===== src/rpm_pkg.sv =====
// Constants and types for the reset and power mode controller
// Contract
// - Brownout resets the processor by default, or raises an interrupt when configured.
// - Software enables or disables brownout detection; disabled means no reset or interrupt.
// - Brownout condition follows the supply-low indication while detection is enabled.
// - Power-on flag set at power-up and stays set until software clears it.
// - Idle stops processor clock, peripherals run; enabled interrupt or reset ends idle.
// - Power-down stops main oscillator; any reset or wake interrupt subset ends it.
// - Brownout detector, watchdog, comparators and system timer keep running in power-down.
// - RC oscillator off in power-down unless it is system clock and timer enabled.
// - Total power-down is power-down plus brownout detector and comparators disabled.
// - Reset-pin-enable at 1 makes shared pin an active-low reset, else plain input.
// - During power-up the shared pin always acts as reset input.
// - Only power-up overrides the reset-pin-enable selection; other resets do not.
// - Reset sources: pin, power-on, brownout, watchdog, software, serial break.
// - One readable flag per reset source in the reset source register.
// - Writing 0 to a flag bit clears it; several flags may be set.
// - Power-on reset sets power-on and brownout flags, clears all others.
// - Other resets set their own flag and keep uncleared earlier flags.
// - Clock restart waits 992 or 224 oscillator cycles plus 60 us.
// - Enabled keypad interrupt wakes the processor from idle or power-down.
package rpm_pkg;
   localparam logic [3:0] ADDR_RST_SOURCE = 4'h0;
   localparam logic [3:0] ADDR_CTRL = 4'h4;
   localparam logic [3:0] ADDR_MODE = 4'h8;
   localparam logic [3:0] ADDR_STATUS = 4'hC;
   // Reset source flag positions
   localparam int FLAG_PIN = 0;
   localparam int FLAG_PWR_ON = 1;
   localparam int FLAG_BROWNOUT = 2;
   localparam int FLAG_WDT = 3;
   localparam int FLAG_SW = 4;
   localparam int FLAG_BRK = 5;
   localparam logic [5:0] FLAGS_POR = 6'h06;
   // Control field positions
   localparam int CTRL_BOD_EN = 0;
   localparam int CTRL_BO_IRQ = 1;
   localparam int CTRL_PIN_RST = 2;
   localparam int CTRL_RC_SEL = 3;
   localparam int CTRL_RTC_EN = 4;
   localparam int CTRL_XTAL = 5;
   localparam int CTRL_COMP_OFF = 6;
   localparam logic [6:0] CTRL_RESET = 7'h01;
   // Mode command positions
   localparam int MODE_IDLE_BIT = 0;
   localparam int MODE_PD_BIT = 1;
   localparam int MODE_TPD_BIT = 2;
   localparam int MODE_SWRST_BIT = 3;
   // Status field positions
   localparam int STAT_BO_PEND = 0;
   localparam int STAT_BO_COND = 1;
   localparam int STAT_MODE_LSB = 2;
   localparam int STAT_PWR_UP = 5;
   localparam int STAT_PIN = 6;
   localparam logic [1:0] RESP_OKAY = 2'h0;
   localparam logic [1:0] RESP_SLVERR = 2'h2;
   // Wake-up timing
   localparam int SYS_CLK_MHZ = 50;
   localparam int WAKE_XTAL_OSC = 992;
   localparam int WAKE_OTHER_OSC = 224;
   localparam int WAKE_MIN_US = 60;
   localparam int WAKE_MIN_CYC = WAKE_MIN_US * SYS_CLK_MHZ;
   typedef enum logic [2:0] {MODE_RUN, MODE_IDLE, MODE_PDOWN, MODE_TPDOWN, MODE_WAKE} rpm_mode_t;
endpackage : rpm_pkg


===== src/rpm_wake_if.sv =====
// Handshake between the mode controller and its wake-up timer
`timescale 1ns/1ps
interface rpm_wake_if;
   logic start;
   logic crystal;
   logic osc_tick;
   logic done;
   modport ctrl (output start, output crystal, output osc_tick, input done);
   modport timer (input start, input crystal, input osc_tick, output done);
endinterface : rpm_wake_if


===== src/rpm_ctrl.sv =====
// Reset source gathering, brownout handling and power mode sequencing
//
// Decided for this implementation: the AXI4-Lite slave port and the address map.
`timescale 1ns/1ps
module rpm_ctrl (
   input wire logic sys_clk,
   input wire logic reset_n,
   input wire logic [3:0] s_axi_awaddr,
   input wire logic s_axi_awvalid,
   output logic s_axi_awready,
   input wire logic [31:0] s_axi_wdata,
   input wire logic [3:0] s_axi_wstrb,
   input wire logic s_axi_wvalid,
   output logic s_axi_wready,
   output logic [1:0] s_axi_bresp,
   output logic s_axi_bvalid,
   input wire logic s_axi_bready,
   input wire logic [3:0] s_axi_araddr,
   input wire logic s_axi_arvalid,
   output logic s_axi_arready,
   output logic [31:0] s_axi_rdata,
   output logic [1:0] s_axi_rresp,
   output logic s_axi_rvalid,
   input wire logic s_axi_rready,
   input wire logic supply_low,
   input wire logic shared_reset_input_pin,
   input wire logic watchdog_reset_req,
   input wire logic break_detect,
   input wire logic irq_pending,
   input wire logic wake_irq,
   input wire logic keypad_irq,
   input wire logic osc_clock_tick,
   output logic cpu_reset,
   output logic cpu_clk_en,
   output logic periph_clk_en,
   output logic main_osc_en,
   output logic rc_osc_en,
   output logic brownout_det_en,
   output logic comparator_en,
   output logic rtc_run,
   output logic brownout_irq,
   output logic pin_input_value
);
   rpm_wake_if wk ();

   rpm_wake_timer u_wake (
      .sys_clk(sys_clk),
      .reset_n(reset_n),
      .wk(wk.timer)
   );

   function automatic logic is_power_down(input rpm_pkg::rpm_mode_t m);
      is_power_down = (m == rpm_pkg::MODE_PDOWN) || (m == rpm_pkg::MODE_TPDOWN);
   endfunction : is_power_down

   function automatic logic [1:0] reg_index(input logic [3:0] addr);
      reg_index = addr[3:2];
   endfunction : reg_index

   rpm_pkg::rpm_mode_t mode;
   logic [5:0] flags;
   logic [6:0] ctrl;
   logic bo_pending;
   logic bo_cond;
   logic power_up;
   logic wake_start;
   logic aw_full;
   logic w_full;
   logic [3:0] aw_addr;
   logic [31:0] w_data;
   logic [3:0] w_strb;

   // Write channel: address and data taken in either order
   wire aw_hs = s_axi_awvalid && s_axi_awready;
   wire w_hs = s_axi_wvalid && s_axi_wready;
   wire wr_fire = aw_full && w_full && !s_axi_bvalid;
   wire next_aw_full = aw_full ? !wr_fire : aw_hs;
   wire next_w_full = w_full ? !wr_fire : w_hs;
   wire [1:0] wr_idx = reg_index(aw_addr);
   wire wr_low = wr_fire && w_strb[0];
   wire wr_rst = wr_low && (wr_idx == reg_index(rpm_pkg::ADDR_RST_SOURCE));
   wire wr_ctrl = wr_low && (wr_idx == reg_index(rpm_pkg::ADDR_CTRL));
   wire wr_mode = wr_low && (wr_idx == reg_index(rpm_pkg::ADDR_MODE));
   wire wr_stat = wr_low && (wr_idx == reg_index(rpm_pkg::ADDR_STATUS));
   wire ar_hs = s_axi_arvalid && s_axi_arready;
   wire next_rvalid = s_axi_rvalid ? !s_axi_rready : ar_hs;
   wire next_bvalid = s_axi_bvalid ? !s_axi_bready : wr_fire;

   // Control fields
   wire bod_en = ctrl[rpm_pkg::CTRL_BOD_EN];
   wire bo_irq_mode = ctrl[rpm_pkg::CTRL_BO_IRQ];
   wire reset_pin_enable = ctrl[rpm_pkg::CTRL_PIN_RST];
   wire rc_sel = ctrl[rpm_pkg::CTRL_RC_SEL];
   wire rtc_en = ctrl[rpm_pkg::CTRL_RTC_EN];
   wire comp_off = ctrl[rpm_pkg::CTRL_COMP_OFF];

   // pin acts as reset when enabled or during power-up
   wire pin_is_reset = power_up || reset_pin_enable;
   wire pin_reset = pin_is_reset && !shared_reset_input_pin;

   // brownout follows supply while detection is live
   wire bo_cond_now = bod_en && supply_low && (mode != rpm_pkg::MODE_TPDOWN);
   wire bo_rise = bo_cond_now && !bo_cond;
   // reset by default, interrupt when configured
   wire bo_reset = bo_cond_now && !bo_irq_mode;
   wire bo_event = bo_rise && bo_irq_mode;
   wire sw_reset = wr_mode && w_data[rpm_pkg::MODE_SWRST_BIT];

   // six reset sources, power-on handled by reset_n
   logic [5:0] reset_vec;
   always_comb
   begin
      reset_vec = 6'h00;
      reset_vec[rpm_pkg::FLAG_PIN] = pin_reset;
      reset_vec[rpm_pkg::FLAG_BROWNOUT] = bo_reset;
      reset_vec[rpm_pkg::FLAG_WDT] = watchdog_reset_req;
      reset_vec[rpm_pkg::FLAG_SW] = sw_reset;
      reset_vec[rpm_pkg::FLAG_BRK] = break_detect;
   end
   wire any_reset = |reset_vec;

   // write 0 clears, new sources win and accumulate
   wire [5:0] kept_flags = wr_rst ? (flags & w_data[5:0]) : flags;
   wire [5:0] next_flags = kept_flags | reset_vec;

   // pending until acknowledged by writing 1
   wire bo_ack = wr_stat && w_data[rpm_pkg::STAT_BO_PEND];
   wire next_bo_pending = bo_event || (bo_pending && !bo_ack);

   // Mode commands
   wire req_idle = wr_mode && w_data[rpm_pkg::MODE_IDLE_BIT];
   wire req_pd = wr_mode && w_data[rpm_pkg::MODE_PD_BIT];
   wire req_tpd = wr_mode && w_data[rpm_pkg::MODE_TPD_BIT];
   // wake from power-down on reset or wake subset
   wire pd_wake = any_reset || wake_irq || keypad_irq || bo_event;
   // idle ends on any enabled interrupt or reset
   wire idle_wake = any_reset || irq_pending || keypad_irq || bo_event;

   rpm_pkg::rpm_mode_t next_mode;
   always_comb
   begin
      next_mode = mode;
      case (mode)
         rpm_pkg::MODE_RUN:
         begin
            if (any_reset)
               next_mode = rpm_pkg::MODE_RUN;
            else if (req_tpd)
               next_mode = rpm_pkg::MODE_TPDOWN;
            else if (req_pd)
               next_mode = rpm_pkg::MODE_PDOWN;
            else if (req_idle)
               next_mode = rpm_pkg::MODE_IDLE;
         end
         rpm_pkg::MODE_IDLE:
         begin
            if (idle_wake)
               next_mode = rpm_pkg::MODE_RUN;
         end
         rpm_pkg::MODE_PDOWN, rpm_pkg::MODE_TPDOWN:
         begin
            if (pd_wake)
               next_mode = rpm_pkg::MODE_WAKE;
         end
         default:
         begin
            if (wk.done)
               next_mode = rpm_pkg::MODE_RUN;
         end
      endcase
   end

   wire next_wake_start = is_power_down(mode) && pd_wake;
   wire next_power_up = power_up && !(mode == rpm_pkg::MODE_WAKE && wk.done);
   wire next_pd = is_power_down(next_mode);
   wire next_tpd = (next_mode == rpm_pkg::MODE_TPDOWN);

   assign wk.start = wake_start;
   assign wk.crystal = ctrl[rpm_pkg::CTRL_XTAL];
   assign wk.osc_tick = osc_clock_tick;

   // Read decode
   wire [1:0] rd_idx = reg_index(s_axi_araddr);
   logic [31:0] status_word;
   always_comb
   begin
      status_word = 32'h0000_0000;
      status_word[rpm_pkg::STAT_BO_PEND] = bo_pending;
      status_word[rpm_pkg::STAT_BO_COND] = bo_cond;
      status_word[rpm_pkg::STAT_MODE_LSB +: 3] = 3'(mode);
      status_word[rpm_pkg::STAT_PWR_UP] = power_up;
      status_word[rpm_pkg::STAT_PIN] = shared_reset_input_pin;
   end
   wire [31:0] rd_word = (rd_idx == reg_index(rpm_pkg::ADDR_RST_SOURCE)) ? {26'h000_0000, flags} :
                         (rd_idx == reg_index(rpm_pkg::ADDR_CTRL)) ? {25'h000_0000, ctrl} :
                         (rd_idx == reg_index(rpm_pkg::ADDR_STATUS)) ? status_word :
                         32'h0000_0000;

   // Bus slave state
   always_ff @(posedge sys_clk or negedge reset_n)
   begin
      if (!reset_n)
      begin
         aw_full <= 1'b0;
         w_full <= 1'b0;
         aw_addr <= 4'h0;
         w_data <= 32'h0000_0000;
         w_strb <= 4'h0;
         s_axi_awready <= 1'b0;
         s_axi_wready <= 1'b0;
         s_axi_bvalid <= 1'b0;
         s_axi_bresp <= rpm_pkg::RESP_OKAY;
         s_axi_arready <= 1'b0;
         s_axi_rvalid <= 1'b0;
         s_axi_rdata <= 32'h0000_0000;
         s_axi_rresp <= rpm_pkg::RESP_OKAY;
      end
      else
      begin
         aw_full <= next_aw_full;
         w_full <= next_w_full;
         if (aw_hs)
            aw_addr <= s_axi_awaddr;
         if (w_hs)
         begin
            w_data <= s_axi_wdata;
            w_strb <= s_axi_wstrb;
         end
         s_axi_awready <= !next_aw_full;
         s_axi_wready <= !next_w_full;
         s_axi_bvalid <= next_bvalid;
         if (wr_fire)
            s_axi_bresp <= (aw_addr[1:0] != 2'h0) ? rpm_pkg::RESP_SLVERR : rpm_pkg::RESP_OKAY;
         s_axi_arready <= !next_rvalid;
         s_axi_rvalid <= next_rvalid;
         if (ar_hs)
         begin
            s_axi_rdata <= rd_word;
            s_axi_rresp <= (s_axi_araddr[1:0] != 2'h0) ? rpm_pkg::RESP_SLVERR : rpm_pkg::RESP_OKAY;
         end
      end
   end

   // Control and status state
   always_ff @(posedge sys_clk or negedge reset_n)
   begin
      if (!reset_n)
      begin
         // power-on sets power-on and brownout flags only
         flags <= rpm_pkg::FLAGS_POR;
         ctrl <= rpm_pkg::CTRL_RESET;
         bo_pending <= 1'b0;
         bo_cond <= 1'b0;
         power_up <= 1'b1;
         mode <= rpm_pkg::MODE_WAKE;
         wake_start <= 1'b1;
      end
      else
      begin
         flags <= next_flags;
         if (wr_ctrl)
            ctrl <= w_data[6:0];
         bo_pending <= next_bo_pending;
         bo_cond <= bo_cond_now;
         power_up <= next_power_up;
         mode <= next_mode;
         wake_start <= next_wake_start;
      end
   end

   // Outputs, all registered
   always_ff @(posedge sys_clk or negedge reset_n)
   begin
      if (!reset_n)
      begin
         cpu_reset <= 1'b1;
         cpu_clk_en <= 1'b0;
         periph_clk_en <= 1'b0;
         main_osc_en <= 1'b1;
         rc_osc_en <= 1'b1;
         brownout_det_en <= 1'b1;
         comparator_en <= 1'b1;
         rtc_run <= 1'b0;
         brownout_irq <= 1'b0;
         pin_input_value <= 1'b1;
      end
      else
      begin
         cpu_reset <= any_reset || next_power_up;
         cpu_clk_en <= (next_mode == rpm_pkg::MODE_RUN);
         periph_clk_en <= !next_pd;
         main_osc_en <= !next_pd;
         // in power-down, RC kept only for clock source with timer enabled
         rc_osc_en <= !next_pd || (rc_sel && rtc_en);
         // detector and comparators off in total power-down or when their control bits disable them
         brownout_det_en <= bod_en && !next_tpd;
         comparator_en <= !comp_off && !next_tpd;
         rtc_run <= rtc_en;
         brownout_irq <= next_bo_pending;
         pin_input_value <= pin_is_reset ? 1'b1 : shared_reset_input_pin;
      end
   end

   // brownout in reset mode holds the processor
   bo_reset_hold_a: assert property (@(posedge sys_clk) disable iff (!reset_n)
      (bod_en && supply_low && !bo_irq_mode && mode != rpm_pkg::MODE_TPDOWN) |=> cpu_reset)
      else $error("brownout did not reset");
   // disabled detection gives no brownout flag
   bo_disabled_a: assert property (@(posedge sys_clk) disable iff (!reset_n)
      (!bod_en && !wr_rst && !flags[rpm_pkg::FLAG_BROWNOUT]) |=> !flags[rpm_pkg::FLAG_BROWNOUT])
      else $error("brownout flag while disabled");
   // pending raised, and still set one cycle later unless acknowledged
   bo_pend_a: assert property (@(posedge sys_clk) disable iff (!reset_n)
      bo_event |=> brownout_irq ##1 (brownout_irq || $past(bo_ack)))
      else $error("brownout pending lost");
   pof_sticky_a: assert property (@(posedge sys_clk) disable iff (!reset_n)
      (flags[rpm_pkg::FLAG_PWR_ON] && !wr_rst) |=> flags[rpm_pkg::FLAG_PWR_ON])
      else $error("power-on flag dropped");
   flag_set_a: assert property (@(posedge sys_clk) disable iff (!reset_n)
      watchdog_reset_req |=> flags[rpm_pkg::FLAG_WDT])
      else $error("watchdog flag not set");
   // written zero clears an idle source
   flag_clear_a: assert property (@(posedge sys_clk) disable iff (!reset_n)
      (wr_rst && !w_data[rpm_pkg::FLAG_SW] && !sw_reset) |=> !flags[rpm_pkg::FLAG_SW])
      else $error("flag not cleared");
   pd_osc_off_a: assert property (@(posedge sys_clk) disable iff (!reset_n)
      (mode == rpm_pkg::MODE_PDOWN) [*2] |-> !main_osc_en)
      else $error("oscillator running in power-down");
   tpd_bod_off_a: assert property (@(posedge sys_clk) disable iff (!reset_n)
      (mode == rpm_pkg::MODE_TPDOWN) [*2] |-> (!brownout_det_en && !comparator_en))
      else $error("detector on in total power-down");
   // configured pin low resets after power-up
   pin_reset_a: assert property (@(posedge sys_clk) disable iff (!reset_n)
      (reset_pin_enable && !shared_reset_input_pin) |=> (cpu_reset && flags[rpm_pkg::FLAG_PIN]))
      else $error("pin reset missed");
   idle_exit_a: assert property (@(posedge sys_clk) disable iff (!reset_n)
      (mode == rpm_pkg::MODE_IDLE && irq_pending) |=> (mode == rpm_pkg::MODE_RUN && cpu_clk_en))
      else $error("idle not ended");
endmodule : rpm_ctrl


===== src/rpm_wake_timer.sv =====
// Clock start-up delay: oscillator cycles then a fixed settling time
`timescale 1ns/1ps
module rpm_wake_timer (
   input wire logic sys_clk,
   input wire logic reset_n,
   rpm_wake_if.timer wk
);
   typedef enum logic [1:0] {WT_IDLE, WT_OSC, WT_SETTLE} rpm_wt_state_t;
   rpm_wt_state_t state;
   logic [9:0] osc_cnt;
   logic [11:0] cyc_cnt;
   logic done;
   wire [9:0] osc_target = wk.crystal ? 10'(rpm_pkg::WAKE_XTAL_OSC) : 10'(rpm_pkg::WAKE_OTHER_OSC);
   wire osc_last = wk.osc_tick && (osc_cnt == osc_target - 10'h001);
   wire cyc_last = (cyc_cnt == 12'(rpm_pkg::WAKE_MIN_CYC - 1));
   assign wk.done = done;

   always_ff @(posedge sys_clk or negedge reset_n)
   begin
      if (!reset_n)
      begin
         state <= WT_IDLE;
         osc_cnt <= 10'h000;
         cyc_cnt <= 12'h000;
         done <= 1'b0;
      end
      else
      begin
         done <= 1'b0;
         case (state)
            WT_IDLE:
            begin
               osc_cnt <= 10'h000;
               cyc_cnt <= 12'h000;
               if (wk.start)
                  state <= WT_OSC;
            end
            WT_OSC:
            begin
               if (osc_last)
                  state <= WT_SETTLE;
               else if (wk.osc_tick)
                  osc_cnt <= osc_cnt + 10'h001;
            end
            default:
            begin
               cyc_cnt <= cyc_cnt + 12'h001;
               if (cyc_last)
               begin
                  state <= WT_IDLE;
                  done <= 1'b1;
               end
            end
         endcase
      end
   end

   settle_len_a: assert property (@(posedge sys_clk) disable iff (!reset_n)
      $rose(state == WT_SETTLE) |-> (state == WT_SETTLE) [*8]) else $error("settle too short");
endmodule : rpm_wake_timer


===== config.mk =====
export PLATFORM = sky130hd
export DESIGN_NAME = rpm_ctrl
export DESIGN_NICKNAME = d
export VERILOG_FILES = /design/src/rpm_pkg.sv /design/src/rpm_wake_if.sv /design/src/rpm_ctrl.sv /design/src/rpm_wake_timer.sv
export SDC_FILE = /design/constraint.sdc
export NUM_CORES = 1
export LEC_CHECK = 0
export BUFFER_PORTS_ARGS = -buffer_cell sky130_fd_sc_hd__buf_2
export CAP_MARGIN = 20
export CORE_ASPECT_RATIO = 0.7
export CORE_UTILIZATION = 54
export CTS_BUF_LIST = sky130_fd_sc_hd__clkbuf_8
export DETAILED_ROUTE_END_ITERATION = 10
export HOLD_SLACK_MARGIN = 0.12
export PLACE_DENSITY_LB_ADDON = 0.12
export SLEW_MARGIN = 20
export SYNTH_ARGS = -nofsm -noshare
export SYNTH_HDL_FRONTEND = slang
export SYNTH_HIERARCHICAL = 1
export SYNTH_SLANG_ARGS = --single-unit
export TNS_END_PERCENT = 50

===== constraint.sdc =====
create_clock -name sys_clk -period 2 [get_ports sys_clk]
set_input_delay 0 -clock sys_clk [delete_from_list [all_inputs] [get_ports sys_clk]]
set_output_delay 0 -clock sys_clk [all_outputs]
set_load 0.1 [all_outputs]

# ---- Yosys cells after proc, flatten, opt, wreduce, memory -nomap -nowiden
# Cells that the tools add are included.
dict set report word_totals {
  elab_cells 157
  out_inout_bits 51
  inputBits 59
  regBits 109
}
dict set report op_classes {
  mux 30
  bitwise_logic 2
  n_eq_ne 19
  n_addsub 3
  reduce_logical 70
}
# cell n
set op_table {}
lappend op_table {{$mux W10} 3}
lappend op_table {{$logic_and A1 B1 Y1} 29}
lappend op_table {{$pmux W12 S2} 1}
lappend op_table {{$mux W3} 7}
lappend op_table {{$mux W7} 3}
lappend op_table {{$pmux W10 S2} 1}
lappend op_table {{$logic_not A1 Y1} 15}
lappend op_table {{$add A12 B1 Y12 const B} 1}
lappend op_table {{$eq A12 B12 Y1 const B} 1}
lappend op_table {{$eq A3 B2 Y1 const B} 4}
lappend op_table {{$logic_or A1 B1 Y1} 12}
lappend op_table {{$add A10 B1 Y10 const B} 1}
lappend op_table {{$eq A10 B10 Y1} 1}
lappend op_table {{$mux W2} 5}
lappend op_table {{$sub A10 B1 Y10 const B} 1}
lappend op_table {{$pmux W3 S3} 1}
lappend op_table {{$mux W1} 7}
lappend op_table {{$and A6 B6 Y6} 1}
lappend op_table {{$eq A2 B1 Y1 const B} 3}
lappend op_table {{$eq A2 B2 Y1 const B} 3}
lappend op_table {{$logic_not A2 Y1} 3}
lappend op_table {{$logic_not A3 Y1} 2}
lappend op_table {{$mux W6} 1}
lappend op_table {{$ne A2 B2 Y1 const B} 3}
lappend op_table {{other kinds (11)} 15}

# ---- Depth between registers and ports, before layout
dict set report depth {
  depth_word 15
  depth_mapped 6
  ltp_nobuf 5
}

# ---- Modules after synthesis
# Netlist, hierarchy kept.
# module cells_per_inst area_each_um2 instances seq_area_each_um2
set modules_own_cells {}
lappend modules_own_cells {rpm_ctrl 228 2596.2 1 1441.4}
lappend modules_own_cells {rpm_wake_timer 142 1346.3 1 625.6}

# ---- Worst setup path before layout
# No wires, ideal clock.
dict set report synth_timing {
  path_kind {register to register}
  from {register s_axi_bvalid}
  to {register ctrl[1]}
  path_buffers 0
  setup_ns 0.125
  t_arrival_ns 1.878
  stages_incl_launch_ff 6
  required_time_ns 1.875
  setup_slack_ns -0.003
  period_less_slack_ns 2.003
  path_cell_list {dfrtp_1 nand3b_1 inv_1 nand3_1 nor2_2 mux2_2}
}
dict set report synth_via {
  elab_chain_cells 4
}
# element line_no
set synth_rtl {}
lappend synth_rtl {{start, declared} rpm_ctrl.sv:16} ;# output logic s_axi_bvalid,
lappend synth_rtl {{start signal, assigned} rpm_ctrl.sv:231} ;# s_axi_bvalid <= next_bvalid;
lappend synth_rtl {{$logic_not A1 Y1} rpm_ctrl.sv:76} ;# wire wr_fire = aw_full && w_full && !s_axi_bvalid;
lappend synth_rtl {{$logic_and A1 B1 Y1} rpm_ctrl.sv:76}
lappend synth_rtl {{$logic_and A1 B1 Y1} rpm_ctrl.sv:80} ;# wire wr_low = wr_fire && w_strb[0];
lappend synth_rtl {{$logic_and A1 B1 Y1} rpm_ctrl.sv:82} ;# wire wr_ctrl = wr_low && (wr_idx == reg_index(rpm_pkg::ADDR_CTRL));
lappend synth_rtl {{end signal, assigned} rpm_ctrl.sv:251} ;# ctrl <= rpm_pkg::CTRL_RESET;
lappend synth_rtl {{end signal, assigned} rpm_ctrl.sv:262} ;# ctrl <= w_data[6:0];
lappend synth_rtl {{end, declared} rpm_ctrl.sv:62} ;# logic [6:0] ctrl;
# Every way passes these cells.
# A chain may end at the register's enable or synchronous reset.

# ---- Worst setup path in the final report
dict set report layout_timing {
  from {register mode[2]}
  to {register wake_start}
}
dict set report layout_via {
  elab_chain_cells 8
  elab_cells_between_ends 13
  classes_between {eq/ne: 3; reduce/logical: 10}
}
# element line_no
set layout_rtl {}
lappend layout_rtl {{start, declared} rpm_ctrl.sv:60} ;# rpm_pkg::rpm_mode_t mode;
lappend layout_rtl {{start signal, assigned} rpm_ctrl.sv:255} ;# mode <= rpm_pkg::MODE_WAKE;
lappend layout_rtl {{start signal, assigned} rpm_ctrl.sv:266} ;# mode <= next_mode;
lappend layout_rtl {{$ne A3 B2 Y1} rpm_ctrl.sv:102} ;# wire bo_cond_now = bod_en && supply_low && (mode != rpm_pkg::MODE_TPDOWN);
lappend layout_rtl {{$logic_and A1 B1 Y1} rpm_ctrl.sv:102}
lappend layout_rtl {{$logic_and A1 B1 Y1} rpm_ctrl.sv:105} ;# wire bo_reset = bo_cond_now && !bo_irq_mode;
lappend layout_rtl {{$reduce_or A5 Y1} rpm_ctrl.sv:120} ;# wire any_reset = |reset_vec;
lappend layout_rtl {{$logic_or A1 B1 Y1 (3 in series)} rpm_ctrl.sv:135} ;# wire pd_wake = any_reset || wake_irq || keypad_irq || bo_event;
lappend layout_rtl {{$logic_and A1 B1 Y1 *} rpm_ctrl.sv:173} ;# wire next_wake_start = is_power_down(mode) && pd_wake;
lappend layout_rtl {{net next_wake_start} rpm_ctrl.sv:173}
lappend layout_rtl {{end signal, assigned} rpm_ctrl.sv:267} ;# wake_start <= next_wake_start;
lappend layout_rtl {{end, declared} rpm_ctrl.sv:66} ;# logic wake_start;
# The timed path passes the listed nets; every way through them passes the cells marked *.

==> qor.csv <==
stage,metric,value,unit
logic_synthesis,ys_ff_latch,82,
timing,finalMaxSlewViolations,0,
clock_tree,clk_pin_slew,0.08,ns
pwr,p_leak,0.00216,uW
setup_path,reg2reg_from,mode[2]$_DFF_PN1_,
drt,first_iter_violations,193,
final_layout,fill_cells,554,
drt,ant_nets,0,
drt,via_per_inst,5.29,
logic_synthesis,synth_top_cell_area_share,44.4,%
logic_synthesis,synth.top_cells.by_count,"dfrtp_1 (70), nand2_1 (43), buf_4 (27)",
clock_tree,h-tree-depth,3,
clock_tree,cts_sinks,82,
final_layout,drive_above_1_share,28.2,%
setup_path,crit_path_max_fanout,9,
logic_synthesis,synthArstFlopShare,100,%
timing,hold_viol_final,0,
global_route,grt_usage,23.9,%
logic_synthesis,syn_inst,370,
setup_path,regToRegSetupSlack,0.1,ns
clock_tree,cts-root-buf,clkbuf_8,
setup_path,worstPathArrival,2.19,ns
place,postPlaceCellArea,4260,sq um
setup_path,cp-start-kind,register,
drt,wl_per_cell,14.7,microns
timing,period_share,95.1,%
worst_hold_path,worstHoldPathType,in -> async,
logic_synthesis,yosysWarnings,6,
setup_path,r2r-end,wake_start$_DFF_PN1_,
setup_path,crit_path_max_incr_delay,0.62,ns
final_layout,area_delta_synth_final,20.6,%
logic_synthesis,avgSynthCellArea,10.7,sq um
floorplan,core_area,6910,sq um
timing,final.setup_skew,0.00476,ns
pwr,power,5880,uW
setup_path,criticalPathCategory,reg -> reg,
place,dpl.cell_count,514,
setup_path,end_kind,register,
floorplan,die_area,7650,sq um
floorplan,ios,110,
final_layout,instances_no_fill,559,
final_layout,final_area,4750,sq um
logic_synthesis,dominantRegCellSynth,dfrtp_1,
logic_synthesis,netlist_area,3940,sq um
final_layout,multiInputGateArea,1680,sq um
setup_path,required,2.28,ns
place,port-buffer-count,54,
timing,period_minus_slack,1.90,ns
global_route,grt_start_max_net_pins,48,
clock_tree,cts_inserted_buffers,9,
setup_path,r2r_cells,4,
logic_synthesis,synth_edf_count,0,
global_route,grt_pass1_vias,2761,
floorplan,die_x,104,microns
run_status,status,"complete, no violations",
timing,finalSetupViolations,0,
pwr,ir_worst_vdd,1.25,mV
final_layout,seq_area,2070,sq um
global_route,grt_pass1_wl,13.8,mm
timing,holdWs,0.147,ns
final_layout,num-nets-final,521,
setup_path,path_cells,nand3b_1 > nand4b_1 > a41oi_2 > dlygate4sd3_1,
drt,drc,0,
setup_path,cp_slowest_cell,dfstp_2,
pwr,powerDensity,1240,nW/um^2
logic_synthesis,yosysMostFrequentCell,dfrtp_1,
clock_tree,cts_tree,built,
logic_synthesis,yosys.area.top_type,dfrtp_1,
drt,vias,2956,
global_route,grt_antenna_before_repair,0,
drt,wirelength,8.20,mm
place,dp_hpwl,5.62,mm
logic_synthesis,synthTopCellsByArea,"dfrtp_1 (44%), dfstp_2 (8.0%), mux2_2 (5.7%)",
clock_tree,clock_latency,0.34,ns
timing,fmax,526,MHz
floorplan,die-height,73.5,microns
floorplan,fp-row-count,25,
drt,dr.pass1.iters,4,
final_layout,fin_util,68.8,%
place,place.gp.congestion,0.892,
job,drv_cap,0,
floorplan,start_util,57.0,%
logic_synthesis,ys_types,63,
clock_tree,clockBufferDepth,2,
global_route,grt_overflow,0,
final_layout,antenna_cells,0,
logic_synthesis,synth-seq-area-share,52.4,%
==> timing repair <==
item                       in CTS  in global routing
gates resized for setup         0                  1
setup endpoints to repair       0                  1
hold buffers                   26                  0
setup buffers                   0                  3
hold endpoints to repair      108                  0
==> power by group <==
part | switching (uW) | total, uW | internal [uW] | leakage [uW]
clock | 567 | 1210 | 638 | 0.000103
sequential | 305 | 2370 | 2060 | 0.000980
combinational | 1760 | 2310 | 546 | 0.00107
==> registers in the layout (all words and copies together), names as in the netlist, 2 cells and up <==
name,flops
u_wake/osc_cnt,10
w_data,7
flags,6
s_axi_rdata,7
mode,3
aw_addr,4
u_wake/state,2
ctrl,7
u_wake/cyc_cnt,12
==> area by class of cell <==
cell class	instances	share of cell area (%)
sequential	82	43.5
clock inverter	5	1.13
clock buffer	11	3.18
multi-input combinational	263	35.2
tap	94	2.47
inverter	10	0.789
timing repair buffer	94	13.7
==> worst max-delay path, delay by kind of cell, from the launching register on <==
family	cells	cell delay (ns)
AOI/OAI and AO/OA	1	0.25
and+or+nand+nor	2	0.41
buffers and inverters	1	0.57
DFF	1	0.62
==> metal layers <==
layer / up-vias / global-route usage, % / wire length (microns)
met1: 1429 / 34.9 / 4100
met2: 89 / 35.3 / 3580
met4: 0 / 6.19 / 75
met3: 7 / 6.57 / 444
met5: - / 0 / 0
li1: 1431 / - / -
==> cell families after synthesis <==
logic type               count (synthesis)  share of synthesized area [%]
AND/OR/NAND/NOR                        129                           18.0
flip-flops                              82                           52.4
AO/OA/AOI/OAI                           70                           11.6
buffers and inverters                   51                           7.74
multiplexers                            35                           9.52
adder cells (fa/ha/maj)                  2                          0.635
other                                    1                         0.0951
==> worst max-delay path by stage <==
stage                     cells after the start                   start                   endpoint
after floorplan                               3  s_axi_wready$_DFF_PN0_      w_data[0]$_DFFE_PN0P_
after CTS                                     4       mode[2]$_DFF_PN1_       wake_start$_DFF_PN1_
after detailed placement                      5       mode[1]$_DFF_PN0_  brownout_det_en$_DFF_PN1_
final                                         4       mode[2]$_DFF_PN1_       wake_start$_DFF_PN1_
after global routing                          4       mode[2]$_DFF_PN1_       wake_start$_DFF_PN1_
after global placement                        5       mode[1]$_DFF_PN0_  brownout_det_en$_DFF_PN1_
==> cells in the final DEF, fill, tap and decap left out, types with 4 or more instances in the layout <==
| cell | netlist | final |
|---|---|---|
| buf_4 | 27 | 14 |
| clkbuf_8 | 0 | 11 |
| o21ai_0 | 25 | 25 |
| nand4_1 | 7 | 7 |
| inv_1 | 9 | 10 |
| mux2_2 | 20 | 20 |
| nor2_1 | 16 | 16 |
| dlygate4sd3_1 | 0 | 26 |
| nor3_1 | 5 | 5 |
| buf_2 | 4 | 53 |
| nand2b_1 | 4 | 4 |
| dfrtp_1 | 70 | 69 |
| mux2i_1 | 15 | 15 |
| nor2b_1 | 4 | 4 |
| conb_1 | 1 | 27 |
| nand2_1 | 43 | 43 |
| nand3_1 | 13 | 13 |
| dfstp_2 | 12 | 12 |
| a21oi_1 | 16 | 16 |
==> stage by stage <==
step	TNS, ns	worst slack (ns)
4_1_cts	0	0.0419
5_1_grt	-0.00762	-0.00762
3_3_place_gp	0	0.298
2_1_floorplan	0	0.0926
3_5_place_dp	0	0.231
6_report	0	0.0981
Power figures use the tool's default switching activity.
